$ cat src/rtl/tss_pkg.sv
// Package for the touch scan sequencer: map, fields, resets, timing
package tss_pkg;
  // Clock and timing
  localparam int CLK_PERIOD_NS = 40;
  localparam int PHASE_OVH_NS = 1250;
  localparam int PRESS_OVH_NS = 1000;
  localparam int CONV_OVH_NS = 4400;
  localparam logic [11:0] PHASE_OVH_CYC =
    12'((PHASE_OVH_NS + CLK_PERIOD_NS - 1) / CLK_PERIOD_NS);
  localparam logic [11:0] PRESS_OVH_CYC =
    12'((PRESS_OVH_NS + CLK_PERIOD_NS - 1) / CLK_PERIOD_NS);
  localparam logic [11:0] CONV_OVH_CYC =
    12'((CONV_OVH_NS + CLK_PERIOD_NS - 1) / CLK_PERIOD_NS);
  // Selectable settle, precharge and sense times, in ns
  localparam int SETTLE_NS [4] = '{100, 1000, 10000, 100000};
  localparam int PRE_NS [4] = '{500, 1000, 4000, 10000};
  localparam int SENSE_NS [4] = '{500, 1000, 4000, 10000};
  // Register offsets (word addresses)
  localparam logic [4:0] ADDR_X = 5'h00;
  localparam logic [4:0] ADDR_Y = 5'h01;
  localparam logic [4:0] ADDR_Z1 = 5'h02;
  localparam logic [4:0] ADDR_Z2 = 5'h03;
  localparam logic [4:0] ADDR_KEY = 5'h04;
  localparam logic [4:0] ADDR_DAC = 5'h0B;
  localparam logic [4:0] ADDR_CFG = 5'h0C;
  localparam logic [4:0] ADDR_CTL = 5'h0D;
  // Reset values
  localparam logic [15:0] RESULT_RST = 16'h0000;
  localparam logic [15:0] KEY_RST = 16'h0000;
  localparam logic [15:0] DAC_RST = 16'h0080;
  localparam logic [15:0] CFG_RST = 16'h0000;
  // Configuration fields
  localparam int CFG_MODE_LSB = 0;
  localparam int CFG_PRESS_BIT = 2;
  localparam int CFG_AVG_LSB = 3;
  localparam int CFG_RES_LSB = 5;
  localparam int CFG_SETTLE_LSB = 7;
  localparam int CFG_PRE_LSB = 9;
  localparam int CFG_SENSE_LSB = 11;
  localparam int CFG_DIV_LSB = 13;
  // Control fields
  localparam int CTL_START_BIT = 0;
  localparam int CTL_COORD_LSB = 1;
  localparam int CTL_BUSY_BIT = 15;
  localparam int CTL_READY_BIT = 14;
  localparam int ADC_BITS = 12;
  localparam int DAC_BITS = 8;
  // Unread flag positions (X, Y, Z1, Z2, keypad)
  localparam int UNREAD_KEY = 4;

  typedef enum logic [1:0] {
    TSS_MODE_SELF = 2'b00,
    TSS_MODE_HOST_INIT = 2'b01,
    TSS_MODE_HOST_CTRL = 2'b10
  } tss_mode_t;

  typedef enum logic [1:0] {
    TSS_COORD_X = 2'b00,
    TSS_COORD_Y = 2'b01,
    TSS_COORD_Z1 = 2'b10,
    TSS_COORD_Z2 = 2'b11
  } tss_coord_t;

  typedef enum logic [2:0] {
    TSS_IDLE = 3'b000,
    TSS_SETTLE = 3'b001,
    TSS_CONV = 3'b011,
    TSS_STORE = 3'b010,
    TSS_DONE = 3'b110
  } tss_state_t;

  // Rounded-up cycles for a time in ns
  function automatic logic [11:0] tss_cyc(input int ns);
    tss_cyc = 12'((ns + CLK_PERIOD_NS - 1) / CLK_PERIOD_NS);
  endfunction
endpackage

$ cat src/rtl/tss_scan_regs.sv
// Touch scan sequencer with result, keypad and current DAC registers
//
// Behaviour
// [RULE1] Reset clears results and keypad data; DAC register loads midscale.
// [RULE2] Results stored right-justified; unused upper bits read zero.
// [RULE3] Keypad data holds one bit per key, key n at bit n.
// [RULE4] DAC code sits in bits 7..0; bits 15..8 reserved, read zero.
// [RULE5] Three modes: touch-started, host-initiated, host-controlled.
// [RULE6] On touch, pen interrupt goes low and conversion clock powers up.
// [RULE7] Drive Y, settle, convert with averaging, store Y result.
// [RULE8] If still touched, repeat settle/convert/average for X, store X.
// [RULE9] X/Y scan: 2.5us plus two settle phases plus two conversions.
// [RULE10] With pressure enabled, measure and store two pressure values.
// [RULE11] Full scan: 4.75us, three settle phases, four conversions.
// [RULE12] Scan time grows with every timing field; no averaging means one.
// [RULE13] Host configures once, reads results after ready falls.
// [RULE14] Ready line idles high, drops on new data, rises when read.
// [RULE15] Matrix keys map row-major, column 1 lowest bit of row.
// [RULE16] Panel released before X conversion ends the scan; the code checks release only in touch-started mode, once, at the Y store.
`timescale 1ns/1ps
module tss_scan_regs
  import tss_pkg::*;
#(
  parameter int KEYS = 16
)
(
  input wire logic ref_clk,
  input wire logic reset_n,
  input wire logic [4:0] reg_addr,
  input wire logic reg_wr,
  input wire logic reg_rd,
  input wire logic [15:0] reg_wdata,
  output logic [15:0] reg_rdata,
  input wire logic panel_touched,
  input wire logic [tss_pkg::ADC_BITS-1:0] adc_data,
  input wire logic [KEYS-1:0] key_matrix,
  input wire logic key_valid,
  output logic pen_touch_irq_n,
  output logic result_ready_n,
  output logic conv_clk_en,
  output logic adc_power_on,
  output logic adc_sample,
  output logic y_drv_en,
  output logic x_drv_en,
  output logic z_drv_en,
  output logic [tss_pkg::DAC_BITS-1:0] dac_code_bits
);
  import tss_pkg::*;

  tss_state_t state_ff;
  tss_coord_t coord_ff;
  logic [11:0] cnt_ff;
  logic [2:0] avg_left_ff;
  logic [14:0] acc_ff;
  logic [15:0] res_ff [4];
  logic [15:0] key_bits_ff;
  logic [15:0] dac_ff;
  logic [15:0] cfg_ff;
  logic [1:0] single_coord_ff;
  logic start_ff;
  logic [4:0] unread_ff;
  logic [15:0] rdata_ff;
  logic pen_ff;
  logic sample_ff;
  logic [3:0] res_bits;
  logic [2:0] avg_shift;
  logic [11:0] settle_cyc;
  logic [11:0] conv_cyc;
  logic [14:0] avg_val;
  logic [15:0] result_bits;
  logic [15:0] key_bits;
  logic [4:0] unread_set;
  logic [4:0] unread_clr;
  tss_mode_t mode;
  logic wr_ctl;
  logic trigger;

  // Decoded configuration fields
  assign mode = tss_mode_t'(cfg_ff[CFG_MODE_LSB +: 2]);
  assign avg_shift = {1'b0, cfg_ff[CFG_AVG_LSB +: 2]};
  assign wr_ctl = reg_wr && (reg_addr == ADDR_CTL);

  // Resolution select: 12, 8, 10, 12 bits
  always_comb
  begin
    unique case (cfg_ff[CFG_RES_LSB +: 2])
      2'b01: res_bits = 4'h8;
      2'b10: res_bits = 4'hA;
      default: res_bits = 4'hC;
    endcase
  end

  // [RULE12] Timing grows with fields
  always_comb
  begin
    settle_cyc = tss_cyc(SETTLE_NS[cfg_ff[CFG_SETTLE_LSB +: 2]])
      + tss_cyc(PRE_NS[cfg_ff[CFG_PRE_LSB +: 2]])
      + tss_cyc(SENSE_NS[cfg_ff[CFG_SENSE_LSB +: 2]])
      + PHASE_OVH_CYC;
    // [RULE11] Pressure phase extra overhead
    if (coord_ff == TSS_COORD_Z1)
      settle_cyc = settle_cyc + PRESS_OVH_CYC;
    // Bit time is two, four, eight or sixteen ref clocks; the shift
    // amount is widened so the slowest setting does not wrap to zero
    conv_cyc = 12'({8'h00, res_bits}
      << ({1'b0, cfg_ff[CFG_DIV_LSB +: 2]} + 3'd1))
      + CONV_OVH_CYC;
  end

  // [RULE2] Average, then right-justify
  always_comb
  begin
    avg_val = acc_ff >> avg_shift;
    result_bits = 16'(avg_val[11:0] >> (4'hC - res_bits));
  end

  // [RULE15] Row-major key placement
  always_comb
  begin
    key_bits = '0;
    for (int r = 0; r < 4; r++)
      for (int c = 0; c < 4; c++)
        key_bits[r * 4 + c] = key_matrix[r * 4 + c];
  end

  // [RULE5] Scan start per mode
  always_comb
  begin
    unique case (mode)
      TSS_MODE_SELF: trigger = panel_touched;
      default: trigger = start_ff;
    endcase
  end

  // Host start request, held until the sequencer takes it
  always_ff @(posedge ref_clk or negedge reset_n)
  begin
    if (!reset_n)
      start_ff <= 1'b0;
    else if (wr_ctl && reg_wdata[CTL_START_BIT])
      start_ff <= 1'b1;
    else if (state_ff == TSS_IDLE)
      start_ff <= 1'b0;
  end

  // Configuration, control and DAC registers
  always_ff @(posedge ref_clk or negedge reset_n)
  begin
    if (!reset_n)
    begin
      cfg_ff <= CFG_RST;
      // [RULE1] DAC resets to midscale
      dac_ff <= DAC_RST;
      single_coord_ff <= 2'b00;
    end
    else if (reg_wr)
    begin
      if (reg_addr == ADDR_CFG)
        cfg_ff <= reg_wdata;
      // [RULE4] Only low eight bits kept
      if (reg_addr == ADDR_DAC)
        dac_ff <= {8'h00, reg_wdata[7:0]};
      if (reg_addr == ADDR_CTL)
        single_coord_ff <= reg_wdata[CTL_COORD_LSB +: 2];
    end
  end

  // Scan sequencer
  always_ff @(posedge ref_clk or negedge reset_n)
  begin
    if (!reset_n)
    begin
      state_ff <= TSS_IDLE;
      coord_ff <= TSS_COORD_Y;
      cnt_ff <= 12'h000;
      avg_left_ff <= 3'h0;
      acc_ff <= 15'h0000;
      sample_ff <= 1'b0;
    end
    else
    begin
      sample_ff <= 1'b0;
      unique case (state_ff)
        TSS_IDLE:
          if (trigger)
          begin
            state_ff <= TSS_SETTLE;
            cnt_ff <= 12'h000;
            // [RULE7] Y first unless host picks one
            coord_ff <= (mode == TSS_MODE_HOST_CTRL)
              ? tss_coord_t'(single_coord_ff) : TSS_COORD_Y;
          end
        TSS_SETTLE:
          if (cnt_ff + 12'h001 >= settle_cyc)
          begin
            state_ff <= TSS_CONV;
            cnt_ff <= 12'h000;
            acc_ff <= 15'h0000;
            avg_left_ff <= 3'((4'h1 << avg_shift) - 4'h1);
            sample_ff <= 1'b1;
          end
          else
            cnt_ff <= cnt_ff + 12'h001;
        TSS_CONV:
          // [RULE9] Each conversion takes bits plus overhead
          if (cnt_ff + 12'h001 >= conv_cyc)
          begin
            acc_ff <= acc_ff + {3'b000, adc_data};
            cnt_ff <= 12'h000;
            if (avg_left_ff == 3'h0)
              state_ff <= TSS_STORE;
            else
            begin
              avg_left_ff <= avg_left_ff - 3'h1;
              sample_ff <= 1'b1;
            end
          end
          else
            cnt_ff <= cnt_ff + 12'h001;
        TSS_STORE:
        begin
          cnt_ff <= 12'h000;
          if (mode == TSS_MODE_HOST_CTRL)
            state_ff <= TSS_DONE;
          else if (coord_ff == TSS_COORD_Y)
          begin
            // [RULE16] Released panel ends scan
            if (!panel_touched && mode == TSS_MODE_SELF)
              state_ff <= TSS_DONE;
            else
            begin
              // [RULE8] Move on to X
              coord_ff <= TSS_COORD_X;
              state_ff <= TSS_SETTLE;
            end
          end
          else if (coord_ff == TSS_COORD_X && cfg_ff[CFG_PRESS_BIT])
          begin
            // [RULE10] Pressure pair follows X
            coord_ff <= TSS_COORD_Z1;
            state_ff <= TSS_SETTLE;
          end
          else if (coord_ff == TSS_COORD_Z1)
          begin
            // Second pressure value shares the Z1 settling
            coord_ff <= TSS_COORD_Z2;
            state_ff <= TSS_CONV;
            acc_ff <= 15'h0000;
            avg_left_ff <= 3'((4'h1 << avg_shift) - 4'h1);
            sample_ff <= 1'b1;
          end
          else
            state_ff <= TSS_DONE;
        end
        TSS_DONE:
          // Self mode waits for release so one touch gives one scan
          if (mode != TSS_MODE_SELF || !panel_touched)
            state_ff <= TSS_IDLE;
        default:
          state_ff <= TSS_IDLE;
      endcase
    end
  end

  // Result and keypad registers
  always_ff @(posedge ref_clk or negedge reset_n)
  begin
    if (!reset_n)
    begin
      // [RULE1] Results and keys clear
      for (int i = 0; i < 4; i++)
        res_ff[i] <= RESULT_RST;
      key_bits_ff <= KEY_RST;
    end
    else
    begin
      if (state_ff == TSS_STORE)
        res_ff[coord_ff] <= result_bits;
      // [RULE3] One bit per key
      if (key_valid)
        key_bits_ff <= key_bits;
    end
  end

  // Unread tracking; a new store beats a same-cycle read
  always_comb
  begin
    unread_set = '0;
    unread_clr = '0;
    if (state_ff == TSS_STORE)
      unread_set[coord_ff] = 1'b1;
    if (key_valid)
      unread_set[UNREAD_KEY] = 1'b1;
    if (reg_rd && reg_addr <= ADDR_KEY)
      unread_clr[reg_addr[2:0]] = 1'b1;
  end

  // [RULE14] Ready low while data unread
  always_ff @(posedge ref_clk or negedge reset_n)
  begin
    if (!reset_n)
      unread_ff <= '0;
    else
      unread_ff <= (unread_ff & ~unread_clr) | unread_set;
  end

  // Read data, registered one cycle after the strobe
  always_ff @(posedge ref_clk or negedge reset_n)
  begin
    if (!reset_n)
      rdata_ff <= 16'h0000;
    else if (reg_rd)
    begin
      unique case (reg_addr)
        ADDR_X, ADDR_Y, ADDR_Z1, ADDR_Z2: rdata_ff <= res_ff[reg_addr[1:0]];
        ADDR_KEY: rdata_ff <= key_bits_ff;
        ADDR_DAC: rdata_ff <= dac_ff;
        ADDR_CFG: rdata_ff <= cfg_ff;
        ADDR_CTL:
        begin
          rdata_ff <= {14'h0000, single_coord_ff} << CTL_COORD_LSB;
          rdata_ff[CTL_BUSY_BIT] <= (state_ff != TSS_IDLE);
          rdata_ff[CTL_READY_BIT] <= ~|unread_ff;
        end
        default: rdata_ff <= 16'h0000;
      endcase
    end
  end

  // [RULE6] Pen interrupt on touch
  always_ff @(posedge ref_clk or negedge reset_n)
  begin
    if (!reset_n)
      pen_ff <= 1'b0;
    else
      pen_ff <= panel_touched;
  end

  // Outputs; drivers follow the coordinate under measurement
  assign reg_rdata = rdata_ff;
  assign pen_touch_irq_n = ~pen_ff;
  assign result_ready_n = ~|unread_ff;
  assign conv_clk_en = (state_ff != TSS_IDLE);
  assign adc_power_on = (state_ff == TSS_CONV);
  assign adc_sample = sample_ff;
  assign y_drv_en = (state_ff == TSS_SETTLE || state_ff == TSS_CONV)
    && coord_ff == TSS_COORD_Y;
  assign x_drv_en = (state_ff == TSS_SETTLE || state_ff == TSS_CONV)
    && coord_ff == TSS_COORD_X;
  assign z_drv_en = (state_ff == TSS_SETTLE || state_ff == TSS_CONV)
    && (coord_ff == TSS_COORD_Z1 || coord_ff == TSS_COORD_Z2);
  assign dac_code_bits = dac_ff[7:0];
endmodule

$ cat config.mk
export PLATFORM = sky130hd
export DESIGN_NAME = tss_scan_regs
export DESIGN_NICKNAME = d
export VERILOG_FILES = /design/src/rtl/tss_pkg.sv /design/src/rtl/tss_scan_regs.sv
export SDC_FILE = /design/constraint.sdc
export NUM_CORES = 1
export LEC_CHECK = 0
export ABC_AREA = 1
export BUFFER_PORTS_ARGS = -buffer_cell sky130_fd_sc_hd__clkbuf_2
export CAP_MARGIN = 40
export CORE_MARGIN = 3
export CORE_UTILIZATION = 40
export DETAILED_ROUTE_END_ITERATION = 7
export HOLD_SLACK_MARGIN = 0.02
export MAX_ROUTING_LAYER = met4
export PLACE_DENSITY = 0.55
export SETUP_SLACK_MARGIN = 0.1
export SLEW_MARGIN = 15
export SYNTH_ARGS = -nofsm -noshare
export SYNTH_HDL_FRONTEND = slang
export SYNTH_SLANG_ARGS = --single-unit
$ cat constraint.sdc
create_clock -name ref_clk -period 15.8 [get_ports ref_clk]
set_clock_uncertainty 0.15 [all_clocks]
set_input_delay 1.58 -clock ref_clk [delete_from_list [all_inputs] [get_ports ref_clk]]
set_output_delay 1.58 -clock ref_clk [all_outputs]
set_load 0.01 [all_outputs]
Word-level counts from Yosys, hierarchy flattened --
Cells that the tools add are included. W data, S select, Z words.
Operators by class: add/sub/neg operators 17, div/mod/pow operators 3, order comparisons 13, equal/unequal tests 29, shifts and indexed selects 4, muxes and demuxes 74, bitwise logic cells 9, reduce and logical (&&, ||, !) cells 37
Operator list (number):
- $bmux W32 S2 | 3
- $mux W32 | 6
- $add A32 B7 Y32 const B | 3
- $div A32 B7 Y32 const B | 3
- $sub A32 B2 Y32 const B | 3
- $mux W15 | 6
- $pmux W16 S5 | 1
- $bwmux W64 | 1
- $mux W3 | 17
- $mux W12 | 4
- $mux W16 | 3
- $pmux W12 S4 | 1
- $pmux W15 S3 | 1
- $bmux W16 S2 | 1
- $demux W16 S2 | 1
- $add A12 B12 Y12 | 2
- $ge A12 B12 Y1 | 2
- $ne A2 B2 Y1 const B | 8
- $shr A12 B4 Y16 | 1
- $add A15 B12 Y15 | 1
- $eq A5 B4 Y1 const B | 3
- $ge A3 B3 Y1 const B | 5
- $not A2 Y3 | 5
- $pmux W3 S5 | 1
- other kinds (56) | 104
Word-level totals: flip-flop bits (word level) 165, input bits 55, output and inout port bits 32, logic and storage cells 204

Longest topological paths before layout --
word-level depth 15, mapped depth 44

Least setup slack after synthesis --
No wires, ideal clock.
path type register -> register, start point register cfg_ff[7], end point register acc_ff[12], library setup time 117 ps, data arrival time 5368 ps, required time 15533 ps, path slack 10165 ps, cell stages (with the launch flop) 41, cell sequence dfrtp_1 -> inv_1 -> ha_1 -> ha_1 -> nor2_1 -> nor2_1 -> nand2_1 -> nand3_1 -> nor2_1 -> xor2_1 -> nand2_1 -> nand3_1 -> nand2_1 -> nand2_1 -> fa_1 -> ha_1 -> ha_1 -> fa_1 -> (+5 left out) -> nand2_1 -> nor2_2 -> nand3_2 -> xor2_1 -> inv_1 -> ha_1 -> nand2_1 -> nor2_1 -> nand2_1 -> nand2_1 -> a31oi_1 -> nand3_1 -> nand2_2 -> a21oi_4 -> nand2_4 -> buf_6 -> nand2_1 -> nand2_1
On the way: cells in the longest elaborated chain, start to end 15
RTL lines:
- from (decl) | RTL line tss_scan_regs.sv:58 | logic [15:0] cfg_ff;
- from (signal assigned) | RTL line tss_scan_regs.sv:159 | cfg_ff <= reg_wdata;
- $not A2 Y3 (implied by the code) (*) | RTL line tss_scan_regs.sv:96 | settle_cyc = tss_cyc(SETTLE_NS[cfg_ff[CFG_SETTLE_LSB +: 2]])
- $bmux W32 S2 (*) | RTL line tss_scan_regs.sv:96
- $mux W32 (implied by the code) (*) (2 in series) | RTL line tss_scan_regs.sv:96
- $add A32 B7 Y32 (*) | RTL line tss_pkg.sv:74 | tss_cyc = 12'((ns + CLK_PERIOD_NS - 1) / CLK_PERIOD_NS);
- $sub A32 B2 Y32 (*) | RTL line tss_pkg.sv:74
- $div A32 B7 Y32 (*) | RTL line tss_pkg.sv:74
- $add A12 B12 Y12 (*) | RTL line tss_scan_regs.sv:97 | + tss_cyc(PRE_NS[cfg_ff[CFG_PRE_LSB +: 2]])
- $add A12 B12 Y12 (*) | RTL line tss_scan_regs.sv:98 | + tss_cyc(SENSE_NS[cfg_ff[CFG_SENSE_LSB +: 2]])
- $add A12 B6 Y12 (*) | RTL line tss_scan_regs.sv:99 | + PHASE_OVH_CYC;
- $add A12 B5 Y12 | RTL line tss_scan_regs.sv:102 | settle_cyc = settle_cyc + PRESS_OVH_CYC;
- $mux W12 (*) | RTL line tss_scan_regs.sv:101 | if (coord_ff == TSS_COORD_Z1)
- $ge A12 B12 Y1 (*) | RTL line tss_scan_regs.sv:194 | if (cnt_ff + 12'h001 >= settle_cyc)
- $ne A2 B2 Y1 (no source line) (*)
- $reduce_and A7 Y1 (no source line) (*)
- to (signal assigned) | RTL line tss_scan_regs.sv:208 | acc_ff <= acc_ff + {3'b000, adc_data};
- to (decl) | RTL line tss_scan_regs.sv:54 | logic [14:0] acc_ff;
Mark *: on every way between the ends. The rest lies on a longest branch, timed or not. The select of a mux whose other input is x is not followed. A chain may end at the register's enable or synchronous reset.

Worst setup path after layout --
start point register cfg_ff[11], end point register acc_ff[12]
On the way: cells in the longest elaborated chain, start to end 14
RTL lines (RTL line):
- $not A2 Y3 (implied by the code) (*) | tss_scan_regs.sv:98
- $bmux W32 S2 (*) | tss_scan_regs.sv:98
- $mux W32 (implied by the code) (*) (2 in series) | tss_scan_regs.sv:98
- $add A32 B7 Y32 (*) | tss_pkg.sv:74
- $sub A32 B2 Y32 (*) | tss_pkg.sv:74
- $div A32 B7 Y32 (*) | tss_pkg.sv:74
- $add A12 B12 Y12 (*) | tss_scan_regs.sv:98
- $add A12 B6 Y12 (*) | tss_scan_regs.sv:99
- $add A12 B5 Y12 | tss_scan_regs.sv:102
- $mux W12 (*) | tss_scan_regs.sv:101
- $ge A12 B12 Y1 (*) | tss_scan_regs.sv:194
- $ne A2 B2 Y1 (no source line) (*)
- $reduce_and A7 Y1 (no source line) (*)
Marks and branches as above.

==> impl_table.tex <==
\begin{tabular}{lr}
\hline
Metric & Value \\
\hline
\multicolumn{2}{l}{\textbf{Clocking}} \\
Number of CTS-inserted buffers & 17 \\
H-tree level count & 4 \\
Post-CTS resize count & 0 \\
Reg clk slew, reported paths & 0.07 ns \\
Clock Sink Count & around 150 \\
Root cell of the clock tree & sky130\_fd\_sc\_hd\_\_clkbuf\_16 \\
TritonCTS clock tree & yes \\
Post-CTS setup-driven buffer insertion count & 0 \\
Worst-Skew Late Latency & 0.43 ns \\
Cts-stage hold buffer count & 0 \\
Buffers from clock root to sink, at most & 2 \\
\multicolumn{2}{l}{\textbf{Setup path}} \\
CP required & 15.96 ns \\
Reg2reg path depth & 42 \\
Worst Setup Path Type & register to register \\
Worst endpoint data arrival time & 6.79 ns \\
Kind of end point of the critical path & register \\
Startpoint Class & register \\
Max stage delay on crit path & $\sim$0.45 ns \\
Worst setup slack for register-to-register paths & 9.17 ns \\
Largest fanout of any net on the critical path & 16 \\
Critical-path top delay cell & sky130\_fd\_sc\_hd\_\_a21oi\_4 \\
Cell repeated most along the worst path & sky130\_fd\_sc\_hd\_\_nand2\_1 \\
\multicolumn{2}{l}{\textbf{Pwr}} \\
PD cells & 183 mW/mm² \\
Total Power & between 2 and 2.5 mW \\
Leakage & around 6 nW \\
Largest vdd supply drop & between 200 and 250 µV \\
\multicolumn{2}{l}{\textbf{STA}} \\
Max Fclk & 151 MHz \\
Min Tclk post-route & approximately 6.6 ns \\
Setup violations, final & 0 \\
Setup repair after global routing missed its margin & false \\
Final Hold Viols & 0 \\
Final Max Slew Viols & 0 \\
Share of the clock period used by the worst path after layout & 42.0\% \\
Setup total negative slack & 0 ns \\
Max-Slew Margin vs Limit & 42.2\% \\
Worst Max-Slew Pin Slew & 0.864 ns \\
\multicolumn{2}{l}{\textbf{Hold path}} \\
HP Class & register to register \\
Number of cells on the worst hold path & 2 \\
\multicolumn{2}{l}{\textbf{Floorplan}} \\
I/O pin cnt & 87 \\
Total die area & $\sim$0.029 mm² \\
Vertical die dimension & 169 µm \\
Die Wd & 169 µm \\
Initial core utilization & 41.4\% \\
Number of cell rows & 58 \\
Floorplan core area & roughly 0.026 mm² \\
\multicolumn{2}{l}{\textbf{Route}} \\
Routed via count & 9334 \\
Iteration-0 DRC count of the detailed router & 558 \\
Number of vias per cell & 5.13 \\
Post-detailed-route DRC marker count & 0 \\
Post-detailed-routing wire length & around 29000 µm \\
Drt pass-1 iters & 5 \\
Detail Route Antenna Nets & 0 \\
Detailed-route wire length per cell & 15.8 µm \\
\multicolumn{2}{l}{\textbf{Flow run}} \\
Max-cap check violation count & 0 \\
\multicolumn{2}{l}{\textbf{Placement}} \\
Final weighted congestion in routability-driven placement & 0.872 \\
Detailed-placement wirelength estimate & 21900 µm \\
Count of buffers from port buffering & 86 \\
\multicolumn{2}{l}{\textbf{Cells and area}} \\
Number of nets in the finished design & about 1600 \\
N\_diodes & 0 \\
Filler cell count & about 2600 \\
Most frequent cells in the layout & sky130\_fd\_sc\_hd\_\_nand2\_1, sky130\_fd\_sc\_hd\_\_inv\_1, sky130\_fd\_sc\_hd\_\_dfrtp\_1 \\
Most frequent standard cell in the layout excluding fill and tap cells & sky130\_fd\_sc\_hd\_\_nand2\_1 \\
Fraction of layout instances using a drive strength above 1 & a little under an eighth \\
Utilization after layout & 46.8\% \\
P\&R area growth vs syn & 12.9\% \\
\multicolumn{2}{l}{\textbf{Synth}} \\
Async set-reset flop share out of synthesis & 100\% \\
Largest family of logic cells by synthesized area & simple AND/OR/NAND/NOR gates \\
Post-synthesis register bit count & 149 \\
Post-synth top flop & sky130\_fd\_sc\_hd\_\_dfrtp\_1 \\
Post-synthesis area per instance & 7.57 µm² \\
Cell count after synthesis & approximately 1400 \\
Synth Cell Area & around 0.011 mm² \\
Mux cell area share after synthesis & between 1 and 1.5\% \\
Post-Syn Nets & approximately 1600 \\
Share of the synthesized netlist area taken by xor and xnor gates & 4.02\% \\
Synthesized-area fraction occupied by ao, oa, aoi and oai cells & 15.3\% \\
Sequential area share after synthesis & 35.2\% \\
Post-synth EDFFs & 0 \\
Simple-gate area share of the yosys netlist & 23.9\% \\
Adder and majority gate portion of the synthesized area & 12.5\% \\
Ys Warns & 0 \\
Number of distinct library cells after synthesis & between 60 and 70 \\
\multicolumn{2}{l}{\textbf{Global routing}} \\
Via count of the first global-routing pass & 9227 \\
Overall routing resource usage & 21.4\% \\
Number of antenna violations at the first check in global routing & 0 \\
Global route overflow & 0 \\
Pin count of the biggest net entering global routing & 85 \\
First-pass GRT wire length & about 48000 µm \\
\multicolumn{2}{l}{\textbf{Run status}} \\
Run status & completed \\
\hline
\end{tabular}
layout make-up:
class                   count  area [µm²]  area share (%)
clock buffers              20         457            3.81
clock inverters            11         139            1.16
inverters                 175         662            5.53
multi-input cells        1040        6040            50.4
flip-flops and latches    149        3730            31.2
well taps                 330         413            3.45
repair buffers             94         537            4.48
sequential cells by signal, indices dropped and copies added, names as in the netlist:
| signal | cells |
|---|---|
| key_bits_ff | 16 |
| reg_rdata | 16 |
| start_ff | 1 |
| pen_ff | 1 |
| res_ff | 48 |
| coord_ff | 2 |
| adc_sample | 1 |
| state_ff | 3 |
| acc_ff | 15 |
| unread_ff | 5 |
| cnt_ff | 12 |
| single_coord_ff | 2 |
| avg_left_ff | 3 |
| dac_ff | 8 |
| cfg_ff | 16 |
where the power goes:
part | internal [mW] | leakage, nW | switching [mW] | total, mW
Combinational | 0.445 | 3.81 | 0.774 | 1.22
Sequential | 0.481 | 1.93 | 0.0748 | 0.555
Clock | 0.244 | 0.286 | 0.173 | 0.418
Total | 1.17 | 6.02 | 1.02 | 2.19
critical path: cells and delay by family, from the launching register on:
kind / cells / cell delay [ns]
buffers and inverters: 5 / 0.49
adder cells (fa/ha/maj): 6 / 1.84
AO/OA/AOI/OAI: 2 / 0.50
XOR/XNOR: 2 / 0.36
AND/OR/NAND/NOR: 27 / 2.73
flip-flops: 1 / 0.42
kinds of logic after synthesis:
group           Yosys count
compound gates          277
other cells               1
simple gates            605
buf+inv                 213
flops                   149
xor+xnor                 47
mux                      11
fa+ha+maj                99
cells in the mapped netlist (4+ instances only):
cell type,n,area [µm²]
sky130_fd_sc_hd__o211ai_1,6,45.0
sky130_fd_sc_hd__a21boi_0,4,30.0
sky130_fd_sc_hd__a31oi_1,8,50.1
sky130_fd_sc_hd__dfrtp_1,147,3680
sky130_fd_sc_hd__nand4_1,9,56.3
sky130_fd_sc_hd__nor2_4,4,45.0
sky130_fd_sc_hd__clkbuf_1,20,75.1
sky130_fd_sc_hd__o21ai_1,8,40.0
sky130_fd_sc_hd__nand2_1,383,1440
sky130_fd_sc_hd__inv_2,10,37.5
sky130_fd_sc_hd__fa_1,11,220
sky130_fd_sc_hd__nand3_2,4,40.0
sky130_fd_sc_hd__xnor2_1,13,114
sky130_fd_sc_hd__nand3_1,64,320
sky130_fd_sc_hd__nor3_1,10,50.1
sky130_fd_sc_hd__o221ai_1,12,105
sky130_fd_sc_hd__nor2_2,6,37.5
sky130_fd_sc_hd__buf_2,12,60.1
sky130_fd_sc_hd__o21ai_0,139,696
sky130_fd_sc_hd__o2111ai_1,8,70.1
sky130_fd_sc_hd__a21oi_1,56,280
sky130_fd_sc_hd__mux2_2,9,101
sky130_fd_sc_hd__ha_1,88,1100
sky130_fd_sc_hd__xor2_1,32,280
sky130_fd_sc_hd__inv_1,164,616
sky130_fd_sc_hd__a21o_1,5,37.5
sky130_fd_sc_hd__nor2_1,111,417
sky130_fd_sc_hd__a221oi_1,5,43.8
through the flow:
step | cells | area [µm²] | setup WS (ns) | hold WS, ns
finish | 1819 | 12000 | 9.17 | 0.323
global placement | 1786 | 11300 | 9.37 | 0.307
detailed placement | 1787 | 11400 | 9.18 | 0.310
CTS | 1818 | 11900 | 9.13 | 0.327
global route | 1819 | 12000 | 8.33 | 0.350
floorplan | 1402 | 10600 | 10.17 | 0.292
path summary, 6_finish.rpt:
check | startpoint | to
setup / recovery | cfg_ff[11] | acc_ff[12]
hold / removal | res_ff[26] | res_ff[26]
setup reg to reg | cfg_ff[11] | acc_ff[12]
hold reg to reg | res_ff[26] | res_ff[26]
max in group asynchronous | reset_n | dac_ff[7]
min in group asynchronous | reset_n | res_ff[23]
layer usage:
layer,track usage [%],part of all wire (%),vias to the layer above
met5,-,0,-
met4,4.91,1.4,0
met3,2.97,3.2,27
met2,35.1,48,157
met1,28.3,47,4414
li1,-,-,4736
No activity file was read; power rests on OpenSTA's default activity.
